File: config.mk
export PLATFORM = sky130hd
export DESIGN_NAME = plmc_ctrl
export DESIGN_NICKNAME = d
export VERILOG_FILES = /design/src/include/plmc_pkg.sv /design/src/include/plmc_timer_if.sv /design/src/core/plmc_ctrl.sv /design/src/core/plmc_timer.sv
export SDC_FILE = /design/constraint.sdc
export NUM_CORES = 1
export LEC_CHECK = 0
export ABC_AREA = 1
export BUFFER_PORTS_ARGS = -buffer_cell sky130_fd_sc_hd__buf_2
export CAP_MARGIN = 20
export CORE_ASPECT_RATIO = 1.25
export CORE_MARGIN = 10
export CORE_UTILIZATION = 54
export DETAILED_ROUTE_END_ITERATION = 8
export PLACE_DENSITY = 0.91
export SYNTH_ARGS = -nofsm -noshare
export SYNTH_HDL_FRONTEND = slang
export SYNTH_SLANG_ARGS = --single-unit
File: constraint.sdc
create_clock -name ref_clk_in -period 2.1 [get_ports ref_clk_in]
set_clock_uncertainty 0.1 [all_clocks]
set_input_delay 0.42 -clock ref_clk_in [delete_from_list [all_inputs] [get_ports ref_clk_in]]
set_output_delay 0.42 -clock ref_clk_in [all_outputs]
set_load 0.01 [all_outputs]
File: src/include/plmc_pkg.sv
// package: constants and types for the psram low-power mode controller
package plmc_pkg;
  // ------------------------------------------------------------
  // clock and timing
  // ------------------------------------------------------------
  localparam int unsigned CLK_PERIOD_PS           = 40000;
  localparam int unsigned DESELECT_TO_SLEEP_NS    = 5;
  localparam int unsigned SLEEP_TO_WRITE_MIN_NS   = 10;
  localparam int unsigned SLEEP_TO_WRITE_MAX_NS   = 500;
  localparam int unsigned REG_WRITE_NS            = 85;
  localparam int unsigned SLEEP_MIN_PULSE_US      = 10;
  localparam int unsigned SLEEP_RECOVERY_US       = 200;
  localparam int unsigned PAGE_CYCLE_MIN_NS       = 20;
  // least times round up, longest times round down, never below one cycle
  localparam int unsigned DESELECT_TO_SLEEP_CYC =
    ((DESELECT_TO_SLEEP_NS * 1000 + CLK_PERIOD_PS - 1) / CLK_PERIOD_PS) < 1 ? 1 :
    ((DESELECT_TO_SLEEP_NS * 1000 + CLK_PERIOD_PS - 1) / CLK_PERIOD_PS);
  localparam int unsigned SLEEP_TO_WRITE_CYC =
    ((SLEEP_TO_WRITE_MIN_NS * 1000 + CLK_PERIOD_PS - 1) / CLK_PERIOD_PS) < 1 ? 1 :
    ((SLEEP_TO_WRITE_MIN_NS * 1000 + CLK_PERIOD_PS - 1) / CLK_PERIOD_PS);
  localparam int unsigned SLEEP_TO_WRITE_MAX_CYC  = SLEEP_TO_WRITE_MAX_NS * 1000 / CLK_PERIOD_PS;
  localparam int unsigned REG_WRITE_CYC =
    (REG_WRITE_NS * 1000 + CLK_PERIOD_PS - 1) / CLK_PERIOD_PS;
  localparam int unsigned SLEEP_MIN_PULSE_CYC =
    (SLEEP_MIN_PULSE_US * 1000000 + CLK_PERIOD_PS - 1) / CLK_PERIOD_PS;
  localparam int unsigned SLEEP_RECOVERY_CYC =
    (SLEEP_RECOVERY_US * 1000000 + CLK_PERIOD_PS - 1) / CLK_PERIOD_PS;
  localparam int unsigned PAGE_CYCLE_CYC =
    ((PAGE_CYCLE_MIN_NS * 1000 + CLK_PERIOD_PS - 1) / CLK_PERIOD_PS) < 1 ? 1 :
    ((PAGE_CYCLE_MIN_NS * 1000 + CLK_PERIOD_PS - 1) / CLK_PERIOD_PS);
  localparam int unsigned CNT_W = 16;
  // ------------------------------------------------------------
  // mode register fields (address bits captured by the device)
  // ------------------------------------------------------------
  localparam int unsigned ADDR_W          = 22;
  localparam int unsigned REGION_LSB      = 0;
  localparam int unsigned REGION_W        = 3;
  localparam int unsigned SIZE_SEL_BIT    = 3;
  localparam int unsigned SLEEP_SEL_BIT   = 4;
  localparam int unsigned TEMP_LSB        = 5;
  localparam int unsigned TEMP_W          = 2;
  localparam int unsigned PAGE_EN_BIT     = 7;
  localparam logic [7:0] MODE_RESET       = 8'h10;
  localparam logic [2:0] REGION_TOP_QTR   = 3'h7;
  localparam logic [2:0] REGION_TOP_HALF  = 3'h6;
  localparam logic [2:0] REGION_NONE      = 3'h4;
  localparam logic [2:0] REGION_BOT_QTR   = 3'h3;
  localparam logic [2:0] REGION_BOT_HALF  = 3'h2;
  localparam logic [2:0] REGION_FULL      = 3'h0;
  localparam logic [2:0] REGION_RSVD_A    = 3'h5;
  localparam logic [2:0] REGION_RSVD_B    = 3'h1;
  localparam logic [1:0] TEMP_15C         = 2'h0;
  localparam logic [1:0] TEMP_45C         = 2'h1;
  localparam logic [1:0] TEMP_70C         = 2'h2;
  localparam logic [1:0] TEMP_85C         = 2'h3;
  // ------------------------------------------------------------
  // commands and states
  // ------------------------------------------------------------
  typedef enum logic [1:0] {
    PLMC_CMD_SET_MODE   = 2'h0,
    PLMC_CMD_SLEEP      = 2'h1,
    PLMC_CMD_PAGE_CYCLE = 2'h2
  } plmc_cmd_t;
  // gray codes along deselect -> sleep -> write -> release
  typedef enum logic [3:0] {
    PLMC_IDLE     = 4'h0,
    PLMC_DESEL    = 4'h1,
    PLMC_ZZ_LOW   = 4'h3,
    PLMC_WR_PULSE = 4'h2,
    PLMC_WR_DONE  = 4'h6,
    PLMC_SLEEP    = 4'h7,
    PLMC_RECOVER  = 4'h5,
    PLMC_PAGE     = 4'h4
  } plmc_state_t;
endpackage

File: src/include/plmc_timer_if.sv
// interface: load/expire handshake between controller and its delay timer
`timescale 1ns/1ps
interface plmc_timer_if;
  import plmc_pkg::*;
  logic             load;
  logic [CNT_W-1:0] count;
  logic             expired;
  modport ctrl  (output load, output count, input expired);
  modport timer (input load, input count, output expired);
endinterface

File: src/core/plmc_ctrl.sv
// host-side controller: mode register update, sleep entry/exit and page pacing for a psram
`timescale 1ns/1ps
// Notes on behaviour
// - stored setting reused; change needs update
// - no access outside reduced region; not checked here, left to the user
// - deselect 5ns before sleep falls
// - register write timings at least grade
// - sleep pulse 10us, recovery 200us
// - page cycle between 20ns and 20k ns
module plmc_ctrl
  import plmc_pkg::*;
#(
  parameter int unsigned SLEEP_PULSE_CYC = SLEEP_MIN_PULSE_CYC,
  parameter int unsigned RECOVERY_CYC    = SLEEP_RECOVERY_CYC
)(
  // clock and reset
  input  wire logic              ref_clk_in,
  input  wire logic              resetn_in,
  // user command port
  input  wire logic              cmd_valid_in,
  input  wire plmc_pkg::plmc_cmd_t cmd_in,
  input  wire logic [2:0]        cmd_region_in,
  input  wire logic              cmd_size_sel_in,
  input  wire logic              cmd_partial_en_in,
  input  wire logic [1:0]        cmd_temp_in,
  input  wire logic              cmd_page_en_in,
  input  wire logic              sleep_hold_in,
  input  wire logic [plmc_pkg::ADDR_W-1:0] cmd_addr_in,
  output logic                   cmd_ready_out,
  output logic                   cmd_done_out,
  output logic                   cmd_error_out,
  output logic [7:0]             mode_shadow_out,
  output logic                   asleep_out,
  // device pins
  output logic                   ce_n_out,
  output logic                   we_n_out,
  output logic                   sleep_request_n_out,
  output logic [plmc_pkg::ADDR_W-1:0] addr_out
);
  import plmc_pkg::*;

  // the delay timer is only CNT_W bits wide, so longer waits cannot be served
  if (SLEEP_PULSE_CYC < 1 || SLEEP_PULSE_CYC >= (1 << CNT_W) ||
      RECOVERY_CYC < 1 || RECOVERY_CYC >= (1 << CNT_W)) begin : g_bad_timing
    $error("plmc_ctrl: timing parameter out of counter range");
  end

  // ------------------------------------------------------------
  // helpers
  // ------------------------------------------------------------
  function automatic logic [CNT_W-1:0] cyc(input int unsigned n);
    cyc = CNT_W'(n);
  endfunction

  function automatic logic region_reserved(input logic [2:0] r);
    region_reserved = (r == REGION_RSVD_A) || (r == REGION_RSVD_B);
  endfunction

  // ------------------------------------------------------------
  // state
  // ------------------------------------------------------------
  plmc_state_t       state_ff, nxt_state;
  plmc_cmd_t         cmd_in_hold_ff;
  logic              ce_n_ff, we_n_ff, zz_n_ff;
  logic [ADDR_W-1:0] addr_ff;
  logic [7:0]        mode_ff;
  logic              ready_ff, done_ff, err_ff, asleep_ff;
  logic [ADDR_W-1:0] page_addr_ff;

  plmc_timer_if tif ();
  plmc_timer u_timer (
    .ref_clk_in (ref_clk_in),
    .resetn_in  (resetn_in),
    .tmr        (tif.timer)
  );

  logic accept;
  assign accept = cmd_valid_in && ready_ff && (state_ff == PLMC_IDLE);

  logic bad_cmd;
  // reserved region codes with cmd_partial_en_in set are refused rather than sent to the device
  assign bad_cmd = (cmd_in == PLMC_CMD_SET_MODE) && cmd_partial_en_in && region_reserved(cmd_region_in);

  // ------------------------------------------------------------
  // sequencer
  // ------------------------------------------------------------
  always_comb begin
    nxt_state = state_ff;
    tif.load  = 1'b0;
    tif.count = '0;
    case (state_ff)
      PLMC_IDLE: begin
        if (accept && !bad_cmd) begin
          tif.load = 1'b1;
          if (cmd_in == PLMC_CMD_PAGE_CYCLE) begin
            nxt_state = PLMC_PAGE;
            tif.count = cyc(PAGE_CYCLE_CYC);
          end else begin
            nxt_state = PLMC_DESEL;
            tif.count = cyc(DESELECT_TO_SLEEP_CYC);
          end
        end
      end
      PLMC_DESEL: begin
        if (tif.expired) begin
          tif.load  = 1'b1;
          nxt_state = PLMC_ZZ_LOW;
          tif.count = (cmd_in_hold_ff == PLMC_CMD_SLEEP) ? cyc(SLEEP_PULSE_CYC) : cyc(SLEEP_TO_WRITE_CYC);
        end
      end
      PLMC_ZZ_LOW: begin
        if (tif.expired) begin
          tif.load = 1'b1;
          if (cmd_in_hold_ff == PLMC_CMD_SLEEP) begin
            nxt_state = PLMC_SLEEP;
          end else begin
            // we falls within the 10..500ns window after sleep falls
            nxt_state = PLMC_WR_PULSE;
            tif.count = cyc(REG_WRITE_CYC);
          end
        end
      end
      PLMC_WR_PULSE: begin
        if (tif.expired) begin
          nxt_state = PLMC_WR_DONE;
        end
      end
      PLMC_WR_DONE: begin
        nxt_state = PLMC_IDLE;
      end
      PLMC_SLEEP: begin
        // sleep pulse already met its minimum; stay while user holds
        if (!sleep_hold_in) begin
          tif.load  = 1'b1;
          tif.count = cyc(RECOVERY_CYC);
          nxt_state = PLMC_RECOVER;
        end
      end
      PLMC_RECOVER: begin
        if (tif.expired) begin
          nxt_state = PLMC_IDLE;
        end
      end
      PLMC_PAGE: begin
        if (tif.expired) begin
          nxt_state = PLMC_IDLE;
        end
      end
      default: begin
        nxt_state = PLMC_IDLE;
      end
    endcase
  end

  always_ff @(posedge ref_clk_in or negedge resetn_in) begin
    if (!resetn_in) begin
      state_ff       <= PLMC_IDLE;
      cmd_in_hold_ff <= PLMC_CMD_SET_MODE;
    end else begin
      state_ff <= nxt_state;
      if (accept) begin
        cmd_in_hold_ff <= cmd_in;
      end
    end
  end

  // ------------------------------------------------------------
  // device pins
  // ------------------------------------------------------------
  always_ff @(posedge ref_clk_in or negedge resetn_in) begin
    if (!resetn_in) begin
      ce_n_ff <= 1'b1;
      we_n_ff <= 1'b1;
      zz_n_ff <= 1'b1;
      addr_ff <= '0;
    end else begin
      ce_n_ff <= !(nxt_state == PLMC_WR_PULSE || nxt_state == PLMC_PAGE); // deselect before sleep
      we_n_ff <= !(nxt_state == PLMC_WR_PULSE);
      // sleep rise ends deep sleep or partial refresh and applies reduced size
      zz_n_ff <= !(nxt_state == PLMC_ZZ_LOW || nxt_state == PLMC_WR_PULSE || nxt_state == PLMC_SLEEP);
      if (accept && !bad_cmd) begin
        if (cmd_in == PLMC_CMD_SET_MODE) begin
          // register value travels on the address pins
          addr_ff <= {{(ADDR_W-8){1'b0}}, cmd_page_en_in, cmd_temp_in, cmd_partial_en_in,
                      cmd_size_sel_in, cmd_region_in};
        end else begin
          addr_ff <= cmd_addr_in;
        end
      end
    end
  end

  // ------------------------------------------------------------
  // shadow of programmed mode and status
  // ------------------------------------------------------------
  // shadow resets with sleep-select one; device keeps setting until next update
  always_ff @(posedge ref_clk_in or negedge resetn_in) begin
    if (!resetn_in) begin
      mode_ff <= MODE_RESET;
    end else if (state_ff == PLMC_WR_DONE) begin
      mode_ff <= addr_ff[7:0];
    end
  end

  // a page command while page mode is off is flagged as an error but still run; accesses beyond a
  // reduced region are the user's responsibility, no range check here
  always_ff @(posedge ref_clk_in or negedge resetn_in) begin
    if (!resetn_in) begin
      ready_ff  <= 1'b0;
      done_ff   <= 1'b0;
      err_ff    <= 1'b0;
      asleep_ff <= 1'b0;
    end else begin
      ready_ff  <= (nxt_state == PLMC_IDLE) && !accept;
      done_ff   <= (state_ff == PLMC_WR_DONE) ||
                   ((state_ff == PLMC_RECOVER || state_ff == PLMC_PAGE) && nxt_state == PLMC_IDLE);
      err_ff    <= accept && (bad_cmd || (cmd_in == PLMC_CMD_PAGE_CYCLE && !mode_ff[PAGE_EN_BIT]));
      // partial refresh vs deep sleep is chosen by the device from the sleep-select bit
      asleep_ff <= (nxt_state == PLMC_SLEEP);
    end
  end

  assign cmd_ready_out       = ready_ff;
  assign cmd_done_out        = done_ff;
  assign cmd_error_out       = err_ff;
  assign mode_shadow_out     = mode_ff;
  assign asleep_out          = asleep_ff;
  assign ce_n_out            = ce_n_ff;
  assign we_n_out            = we_n_ff;
  assign sleep_request_n_out = zz_n_ff;
  assign addr_out            = addr_ff;
endmodule

File: src/core/plmc_timer.sv
// delay timer: counts down a loaded cycle count and flags expiry
`timescale 1ns/1ps
module plmc_timer
  import plmc_pkg::*;
(
  // clock and reset
  input  wire logic  ref_clk_in,
  input  wire logic  resetn_in,
  // control
  plmc_timer_if.timer tmr
);
  logic [CNT_W-1:0] remain_ff;
  logic             expired_ff;

  always_ff @(posedge ref_clk_in or negedge resetn_in) begin
    if (!resetn_in) begin
      remain_ff <= '0;
    end else if (tmr.load) begin
      remain_ff <= tmr.count;
    end else if (remain_ff != '0) begin
      remain_ff <= remain_ff - 1'b1;
    end
  end

  // expiry is a level so the controller may sample it late
  always_ff @(posedge ref_clk_in or negedge resetn_in) begin
    if (!resetn_in) begin
      expired_ff <= 1'b0;
    end else begin
      expired_ff <= !tmr.load && (remain_ff <= CNT_W'(1));
    end
  end

  assign tmr.expired = expired_ff;
endmodule

== Word level (Yosys, flattened, before mapping) ==
Cells that the tools add are included.
Operators by class
  add/sub/neg operators: 1
  order comparisons: 1
  equality and inequality tests: 15
  multiplexer cells: 23
  reductions and logical operators: 31
Operators with widths (count)
  one-hot mux 13 bit (4 select lines): 1
  two-way mux 16 bit: 2
  == test 4 x 3 -> 1 bit (second input constant): 6
  two-way mux 4 bit: 6
  one-hot mux 4 bit (6 select lines): 1
  two-way mux 22 bit: 1
  == test 4 x 2 -> 1 bit (second input constant): 4
  <= comparator 16 x 1 -> 1 bit (second input constant): 1
  two-way mux 8 bit: 2
  nonzero test 16 bit: 1
  subtractor 16 x 1 -> 16 bit (second input constant): 1
  two-way mux 13 bit: 1
  logical AND 1 bit: 10
  logical NOT 4 bit: 2
  logical NOT 1 bit: 7
  logical OR 1 bit: 7
  two-way mux 3 bit: 2
  == test 4 x 1 -> 1 bit (second input constant): 1
  two-way mux 1 bit: 4
  two-way mux 2 bit: 2
  OR reduction 2 bit: 2
  == test 3 x 1 -> 1 bit (second input constant): 1
  == test 3 bit (second input constant): 1
  one-hot mux 1 bit (3 select lines): 1
  4 further kinds: 4
Word-level totals
  register bits after elaboration: 60
  bits of input ports: 36
  output and inout port bits: 37
  logic and storage cells: 84

== Depth between registers and ports, before layout ==
Gate-level depths: netlist (run 1).
  word-level depth: 11
  depth in mapped cells: 10
  mapped depth without buffers: 10

== Hierarchy ==
Synthesis (run 1) repeated with hierarchy kept, for this count alone.
Unflattened totals
  cells, all modules: 414
  area, all modules: 3239.4 um^2
By module, submodules not included
  plmc_ctrl: instances 1, cells an instance 226, area an instance 2008.2 um^2, sequential area each 1081.0 um^2
  plmc_timer: instances 1, cells an instance 188, area an instance 1231.2 um^2, sequential area each 425.4 um^2

== Worst setup path before layout (run 1) ==
No wires, ideal clock.
  path kind: register -> register
  start: register u_timer.remain_ff[0]
  end: register u_timer.remain_ff[1]
  setup time: 116 ps
  data arrival time: 1520 ps
  required time: 1884 ps
  path slack: 364 ps
  stages on the path, launching flop included: 10
  path buffers: 0
  period minus slack after synthesis: 1736 ps
  cells stage by stage: dfrtp_1 inv_1 ha_1 nand3_2 nor2_4 nand2_2 nor2_4 inv_2 nand2_1 nand2_1
Between the ends
  longest elaborated chain between the ends: 3
  elaborated cells on any way between the ends: 5
  classes of those cells: add/sub: 1; mux: 2; reduce/logical: 2
RTL lines
  start, declared: line plmc_timer.sv:12  | logic [CNT_W-1:0] remain_ff;
  start signal, assigned: line plmc_timer.sv:19  | remain_ff <= tmr.count;
  start signal, assigned: line plmc_timer.sv:21  | remain_ff <= remain_ff - 1'b1;
  subtractor 16 x 1 -> 16 bit: line plmc_timer.sv:21
  two-way mux 16 bit: line plmc_timer.sv:20  | end else if (remain_ff != '0) begin
  two-way mux 16 bit: line plmc_timer.sv:18  | end else if (tmr.load) begin
Parallel ways exist; a longest one is shown, timed or not. The select of a mux whose other input is x is not followed.
A chain may end at the register's enable or synchronous reset.

== Worst setup path after layout (run 1) ==
  start: register u_timer.remain_ff[0]
  end: register u_timer.remain_ff[11]
The elaborated chain is that of the path after synthesis.

==> results of run 1 <==
per-stage QoR:
step	worst slack (ps)	hold WS (ps)	area [sq um]
after floorplan	364	24.4	3160
after global placement	366	288	3570
after CTS	263	212	3770
after detailed placement	263	295	3570
after global routing	149	225	3770
final	236	229	3770
per-layer routing:
metal | routed length [microns] | track usage [%] | share of wire [%] | vias to the layer above
met5 | 0 | 0 | 0 | -
met4 | 273 | 9.95 | 3.5 | 0
met3 | 590 | 7.63 | 7.6 | 23
met2 | 4090 | 30.6 | 53 | 95
met1 | 2820 | 17.3 | 36 | 1301
li1 | - | - | - | 1337
repair_timing:
item / 4_1_cts / 5_1_grt
hold endpoints to repair: 14 / 0
resized for setup: 0 / 0
buffers inserted: 0 / 0
hold buffers: 1 / 0
flip-flops by register name (all words and copies together) (netlist names):
register             count
addr_out                22
asleep_out               1
ce_n_out                 1
cmd_done_out             1
cmd_error_out            1
cmd_in_hold_ff           2
cmd_ready_out            1
mode_shadow_out          8
sleep_request_n_out      1
state_ff                 4
u_timer.remain_ff       16
u_timer.tmr.expired      1
we_n_out                 1
power by group through the flow:
| stage | clock network (mW) | registers [mW] | logic (mW) |
|---|---|---|---|
| 2_1_floorplan | 0 | 1.90 | 1.26 |
| 4_1_cts | 1.01 | 1.83 | 1.89 |
| 5_1_grt | 1.06 | 1.88 | 2.11 |
| 6_report | 0.990 | 1.83 | 1.88 |
| 3_5_place_dp | 0 | 1.85 | 1.88 |
| 3_3_place_gp | 0 | 1.82 | 1.80 |
worst min-delay path, cell delays in order:
cell and delay, ps:
buf_2 90, nand2_1 50, a31oi_1 70
cells in the final DEF, fill, tap and decap left out, types with 8 or more instances in the layout:
cell type and n:
clkbuf_8 13, nand3_1 16, a31oi_1 10, nor2_1 47, nor3_1 8, nand2_1 89
inv_1 34, o21ai_0 8, nand2_2 14, o21ai_2 17, buf_2 72, dfrtp_1 56
logic make-up (layout without fill, tap and decap cells):
group                      after synthesis  count (layout)
AOI/OAI and AO/OA                       47              47
xor gates and xnor gates                 5               5
adders and majority gates                2               2
buffers and inverters                   48             134
DFF                                     60              60
muxes                                    6               6
other                                    1               1
and+or+nand+nor                        198             198
layout make-up:
| cell class | instances | area, sq um | share of cell area [%] |
|---|---|---|---|
| clock buffer | 15 | 186 | 4.95 |
| clock inverter | 1 | 5.00 | 0.133 |
| inverter | 40 | 155 | 4.12 |
| multi-input combinational | 259 | 1410 | 37.5 |
| sequential | 60 | 1510 | 40.0 |
| tap | 66 | 82.6 | 2.19 |
| timing repair buffer | 78 | 420 | 11.2 |
worst max-delay path by stage:
stage | to | slack, ps | cells after the start
after floorplan | u_timer.remain_ff[1]$_DFFE_PN0P_ | 360 | 9
after global placement | cmd_done_out$_DFF_PN0_ | 370 | 8
after detailed placement | u_timer.remain_ff[11]$_DFFE_PN0P_ | 260 | 8
after CTS | u_timer.remain_ff[12]$_DFFE_PN0P_ | 260 | 8
after global routing | u_timer.remain_ff[12]$_DFFE_PN0P_ | 150 | 8
final | u_timer.remain_ff[11]$_DFFE_PN0P_ | 240 | 8
==> metrics.txt, run 1 <==
Power Internal 2.81 mW; post-route DRC violation count 0; actual slew at the worst max-slew pin 574 ps; drt first pass iters 4; register area share after synthesis 47.6%; fraction of registers with async set/reset 100%; dominant delay contributor by cell family on the critical path simple AND/OR/NAND/NOR gates; worst hold-check path type in -> reg; final net count 486; relative contribution of combinational cells to total power 40.0%; count of antenna diodes in the layout 0; overall via count from detail_route 2756; max-slew violations 0; master cell of the clock root buffer clkbuf_8; final core occ 65.6%; Layout area overhead 19.1%; Avg Synthesized Cell Area 8.62 sq um; dominant combinational cell family by area after synthesis simple AND/OR/NAND/NOR gates; fill cell count 452; top post-synthesis cells by count nand2_1, dfrtp_1, nor2_1; relative slew slack 61.7%; Synth Area in XOR/XNOR 1.38%; number of failing setup endpoints in the final timing report 0; clock group share of total power 21.0%; number of buffers inserted during clock tree synthesis 9; pwr dens 1250 nW/um^2; WP buf/inv 2; class of the most critical setup path reg -> reg; Max VDD drop 0.730 mV; most used flip-flop cell after synthesis dfrtp_1; wire length of the first global-routing pass 13000 microns; effective utilization at floorplan 55.1%; pin count of the biggest net entering global routing 44; clock period minus worst slack 1860 ps; H-tree depth 3; final period utilization 88.8%; WP data required 2240 ps; maximum fanout count along the critical path 7; number of stages on the worst hold path 3; post-synthesis cell area 3160 sq um; longest individual stage delay on the worst path 410 ps; Congestion Overflow GR 0; startpoint of the tightest hold check path cmd_size_sel_in; fmax 0.536 GHz; sequential share of power 39.0%; width of the die 88.5 microns; Worst-path clk slew 70 ps; mux contribution to synthesized area 2.14%; Port Buffer Count 72; TritonCTS clock tree yes; Cells after DPL 502; non-filler instance count after layout 519; Die Height 106 microns; Total Power Consumption 4.70 mW; ranking of synthesized cells by area dfrtp_1, nand2_1, nor2_1, o21ai_2, inv_1; synth unique cells 38; number of register bits inferred by synthesis 60; Tot GR Track Use 17.8%; Detail Route Antenna Nets 0; syn nets 405; result of the run finished, final reports clean; Switching Power 1.89 mW; cells along the critical path inv_1, ha_1, nand3_2, nor2_4, nand2_2, nor2_4, buf_4, nor2_1; number of placement rows 31; register-to-register path setup slack 240 ps; Setup crit end kind flip-flop; number of I/O pins 73; hold worst-path end addr_out[3]$_DFFE_PN0N_; Adder-Cell Fraction of Synth Area 0.791%; vias per std cell 5.31; number of clock sinks 60; cell type with the highest aggregate area in the netlist dfrtp_1; Pleak 2.02 nW; setup TNS 0 ps; Yosys warning count 0; switching portion of total power 40.3%; number of flops mapped to enable cells by yosys 0; Die Outline Area 9340 sq um; Final HPWL DP 6110 microns; dominant cell type by count on the critical path nor2_4; DRC marker count from the first detailed-route iteration 147; number of antenna violations at the first check in global routing 0; Post-Syn Instances 367; floorplan core area 5740 sq um; launch instance of the worst register-to-register path u_timer.remain_ff[0]$_DFFE_PN0P_; number of cells on the worst reg-to-reg path 8; crit path from u_timer.remain_ff[0]$_DFFE_PN0P_; via count of the first global-routing pass 2907; Worst Path Arrival 2000 ps; Hold Violations, Final 0; setup repair after global routing missed its margin no; reg2reg end u_timer.remain_ff[11]$_DFFE_PN0P_; share of cells above drive strength 1 34.9%; fraction of synthesized cell area taken by the top area cell type 44.3%; cell with the most instances after synthesis nand2_1; startpoint class of the critical path flip-flop; final wirelength 7780 microns; clock insertion delay at the later pin of the skew report 340 ps; post-synthesis simple-gate area fraction 29.9%; average wire length per cell after detail routing 15.0 microns; number of max-cap violations 0; slowest stage cell, crit path dfrtp_1; routability-driven placement congestion ratio 0.859; compound-gate portion of the synthesized area 10.3%; maximum number of buffers from clock root to sink 2
No activity file was read; power rests on OpenSTA's default activity.
==> run 2, diff against run 1 <==
--- a/config.mk
+++ b/config.mk
@@ -10,9 +10,9 @@
 export CAP_MARGIN = 20
 export CORE_ASPECT_RATIO = 1.25
 export CORE_MARGIN = 10
-export CORE_UTILIZATION = 54
+export CORE_UTILIZATION = 30
 export DETAILED_ROUTE_END_ITERATION = 8
-export PLACE_DENSITY = 0.91
+export PLACE_DENSITY = 0.61
 export SYNTH_ARGS = -nofsm -noshare
 export SYNTH_HDL_FRONTEND = slang
 export SYNTH_SLANG_ARGS = --single-unit
==> metrics.txt, run 2 (same netlist as run 1, synthesis figures left out) <==
Tot GR Track Use 10.8% (-7.0 points); number of max-cap violations 0 (unchanged); average wire length per cell after detail routing 13.6 microns (-9.5%); Detail Route Antenna Nets 0 (unchanged); maximum fanout count along the critical path 6 (-1); Layout area overhead 24.8%; CTS-repair resized insts 0 (unchanged); Final HPWL DP 6170 microns (+1.1%); count of antenna diodes in the layout 0 (unchanged); pwr dens 1280 nW/um^2 (+2.6%); Congestion Overflow GR 0 (unchanged); setup repair after global routing missed its margin no; Pleak 2.06 nW (+2.1%); clock group share of total power 27.2% (+6.2 points); clock period minus worst slack 1810 ps (-51.2 ps); fmax 0.552 GHz (+2.8%); max-slew violations 0 (unchanged); Hold Violations, Final 5 (+5); master cell of the clock root buffer clkbuf_16; wire length of the first global-routing pass 13500 microns (+4.3%); number of antenna violations at the first check in global routing 0 (unchanged); share of cells above drive strength 1 34.9% (unchanged); number of placement rows 41 (+32%); actual slew at the worst max-slew pin 611 ps (+37.9 ps); final net count 486 (unchanged); via count of the first global-routing pass 2799 (-3.7%); DRC marker count from the first detailed-route iteration 78 (-47%); Total Power Consumption 5.06 mW (+7.5%); width of the die 112 microns (+26%); worst hold margin -11.3 ps (-240 ps); relative contribution of combinational cells to total power 36.6% (-3.4 points); maximum number of buffers from clock root to sink 2 (unchanged); violated checks negative hold slack; H-tree depth 3 (unchanged); drt first pass iters 4 (unchanged); most common cell after layout, fill and taps aside nand2_1; pin count of the biggest net entering global routing 61 (+39%); WP data required 2200 ps (-40 ps); setup TNS 0 ps (unchanged); Power Internal 3.16 mW (+12%); clock insertion delay at the later pin of the skew report 330 ps (about the same); floorplan core area 10200 sq um (+78%); Die Height 135 microns (+28%); Worst-path clk slew 50 ps (-20 ps); Max VDD drop 0.696 mV (-4.8%); commonest cells after routing, fill and taps aside nand2_1, buf_2, dfrtp_1; Switching Power 1.90 mW (+0.32%); sequential share of power 36.2% (-2.8 points); post-route DRC violation count 0 (unchanged); Setup crit end kind flip-flop; TritonCTS clock tree yes; number of cells on the worst reg-to-reg path 8 (unchanged); number of buffers inserted during clock tree synthesis 9 (unchanged); Worst Path Arrival 1910 ps (-90 ps); Post-CTS Repair Setup Buffers 0 (unchanged); flip-flop count of the largest register after layout 22 (unchanged); startpoint class of the critical path flip-flop; Port Buffer Count 72 (unchanged); hold buffers post-CTS 0 (-1); overall via count from detail_route 2687 (-2.5%); vias per std cell 4.62 (-13%); routability-driven placement congestion ratio 0.834 (-2.9%); class of the most critical setup path reg -> reg; final period utilization 86.3% (-2.4 points); number of failing setup endpoints in the final timing report 0 (unchanged); number of I/O pins 73 (unchanged); final wirelength 7890 microns (+1.5%); Die Outline Area 15100 sq um (+61%); effective utilization at floorplan 31.0% (-24 points); result of the run finished with violations; switching portion of total power 37.6% (-2.7 points); worst hold-check path type in -> async; number of clock sinks 60 (unchanged); relative slew slack 59.2% (-2.5 points)
## run 2: critical path, stage by stage, from the launching register on
cell and delay [ps]:
dfrtp_1 420, inv_1 90, ha_1 200, nand3_2 150
nor2_4 220, nand2_2 110, nor2_4 200, buf_12 140
a21oi_1 40
## run 2: power groups by stage
stage               clock network (mW)  registers (mW)  logic [mW]
floorplan                            0            1.90        1.26
global placement                     0            1.83        1.85
detailed placement                   0            1.84        1.88
CTS                               1.40            1.83        1.89
global route                      1.46            1.89        2.11
finish                            1.37            1.83        1.85
## run 2: layer usage
metal / vias to the layer above / part of all wire [%] / track usage (%)
met5: - / 0 / 0
met4: 0 / 2.7 / 5.87
met3: 13 / 7.7 / 4.57
met2: 70 / 47 / 17.3
met1: 1268 / 42 / 11.9
li1: 1336 / - / -
## run 2: through the flow
step	worst slack (ps)	std cells	util (%)	cell area, sq um
after floorplan	364	367	-	3160
after global placement	239	566	35.9	3670
after detailed placement	237	566	35.9	3670
after CTS	305	582	38.7	3950
after global routing	195	582	38.7	3950
final	287	582	38.7	3950
## run 2: area by class of cell
| type | count | area, sq um |
|---|---|---|
| sequential | 60 | 1510 |
| timing repair buffer | 78 | 430 |
| multi-input combinational | 259 | 1410 |
| clock buffer | 15 | 278 |
| clock inverter | 1 | 5.00 |
| tap | 129 | 161 |
| inverter | 40 | 155 |
| fill | 1028 | 6260 |
## run 2: final timing paths
path                                                  startpoint                                end  slack [ps]
worst min-delay path                                   resetn_in  u_timer.remain_ff[15]$_DFFE_PN0P_         -10
worst max register to register  u_timer.remain_ff[0]$_DFFE_PN0P_   u_timer.remain_ff[7]$_DFFE_PN0P_         290
max in group asynchronous                              resetn_in                 we_n_out$_DFF_PN1_        1570
worst max-delay path            u_timer.remain_ff[0]$_DFFE_PN0P_   u_timer.remain_ff[7]$_DFFE_PN0P_         290
worst min register to register           addr_out[8]$_DFFE_PN0N_            addr_out[8]$_DFFE_PN0N_         380
min in group ref_clk_in                          cmd_addr_in[18]           addr_out[18]$_DFFE_PN0N_         250
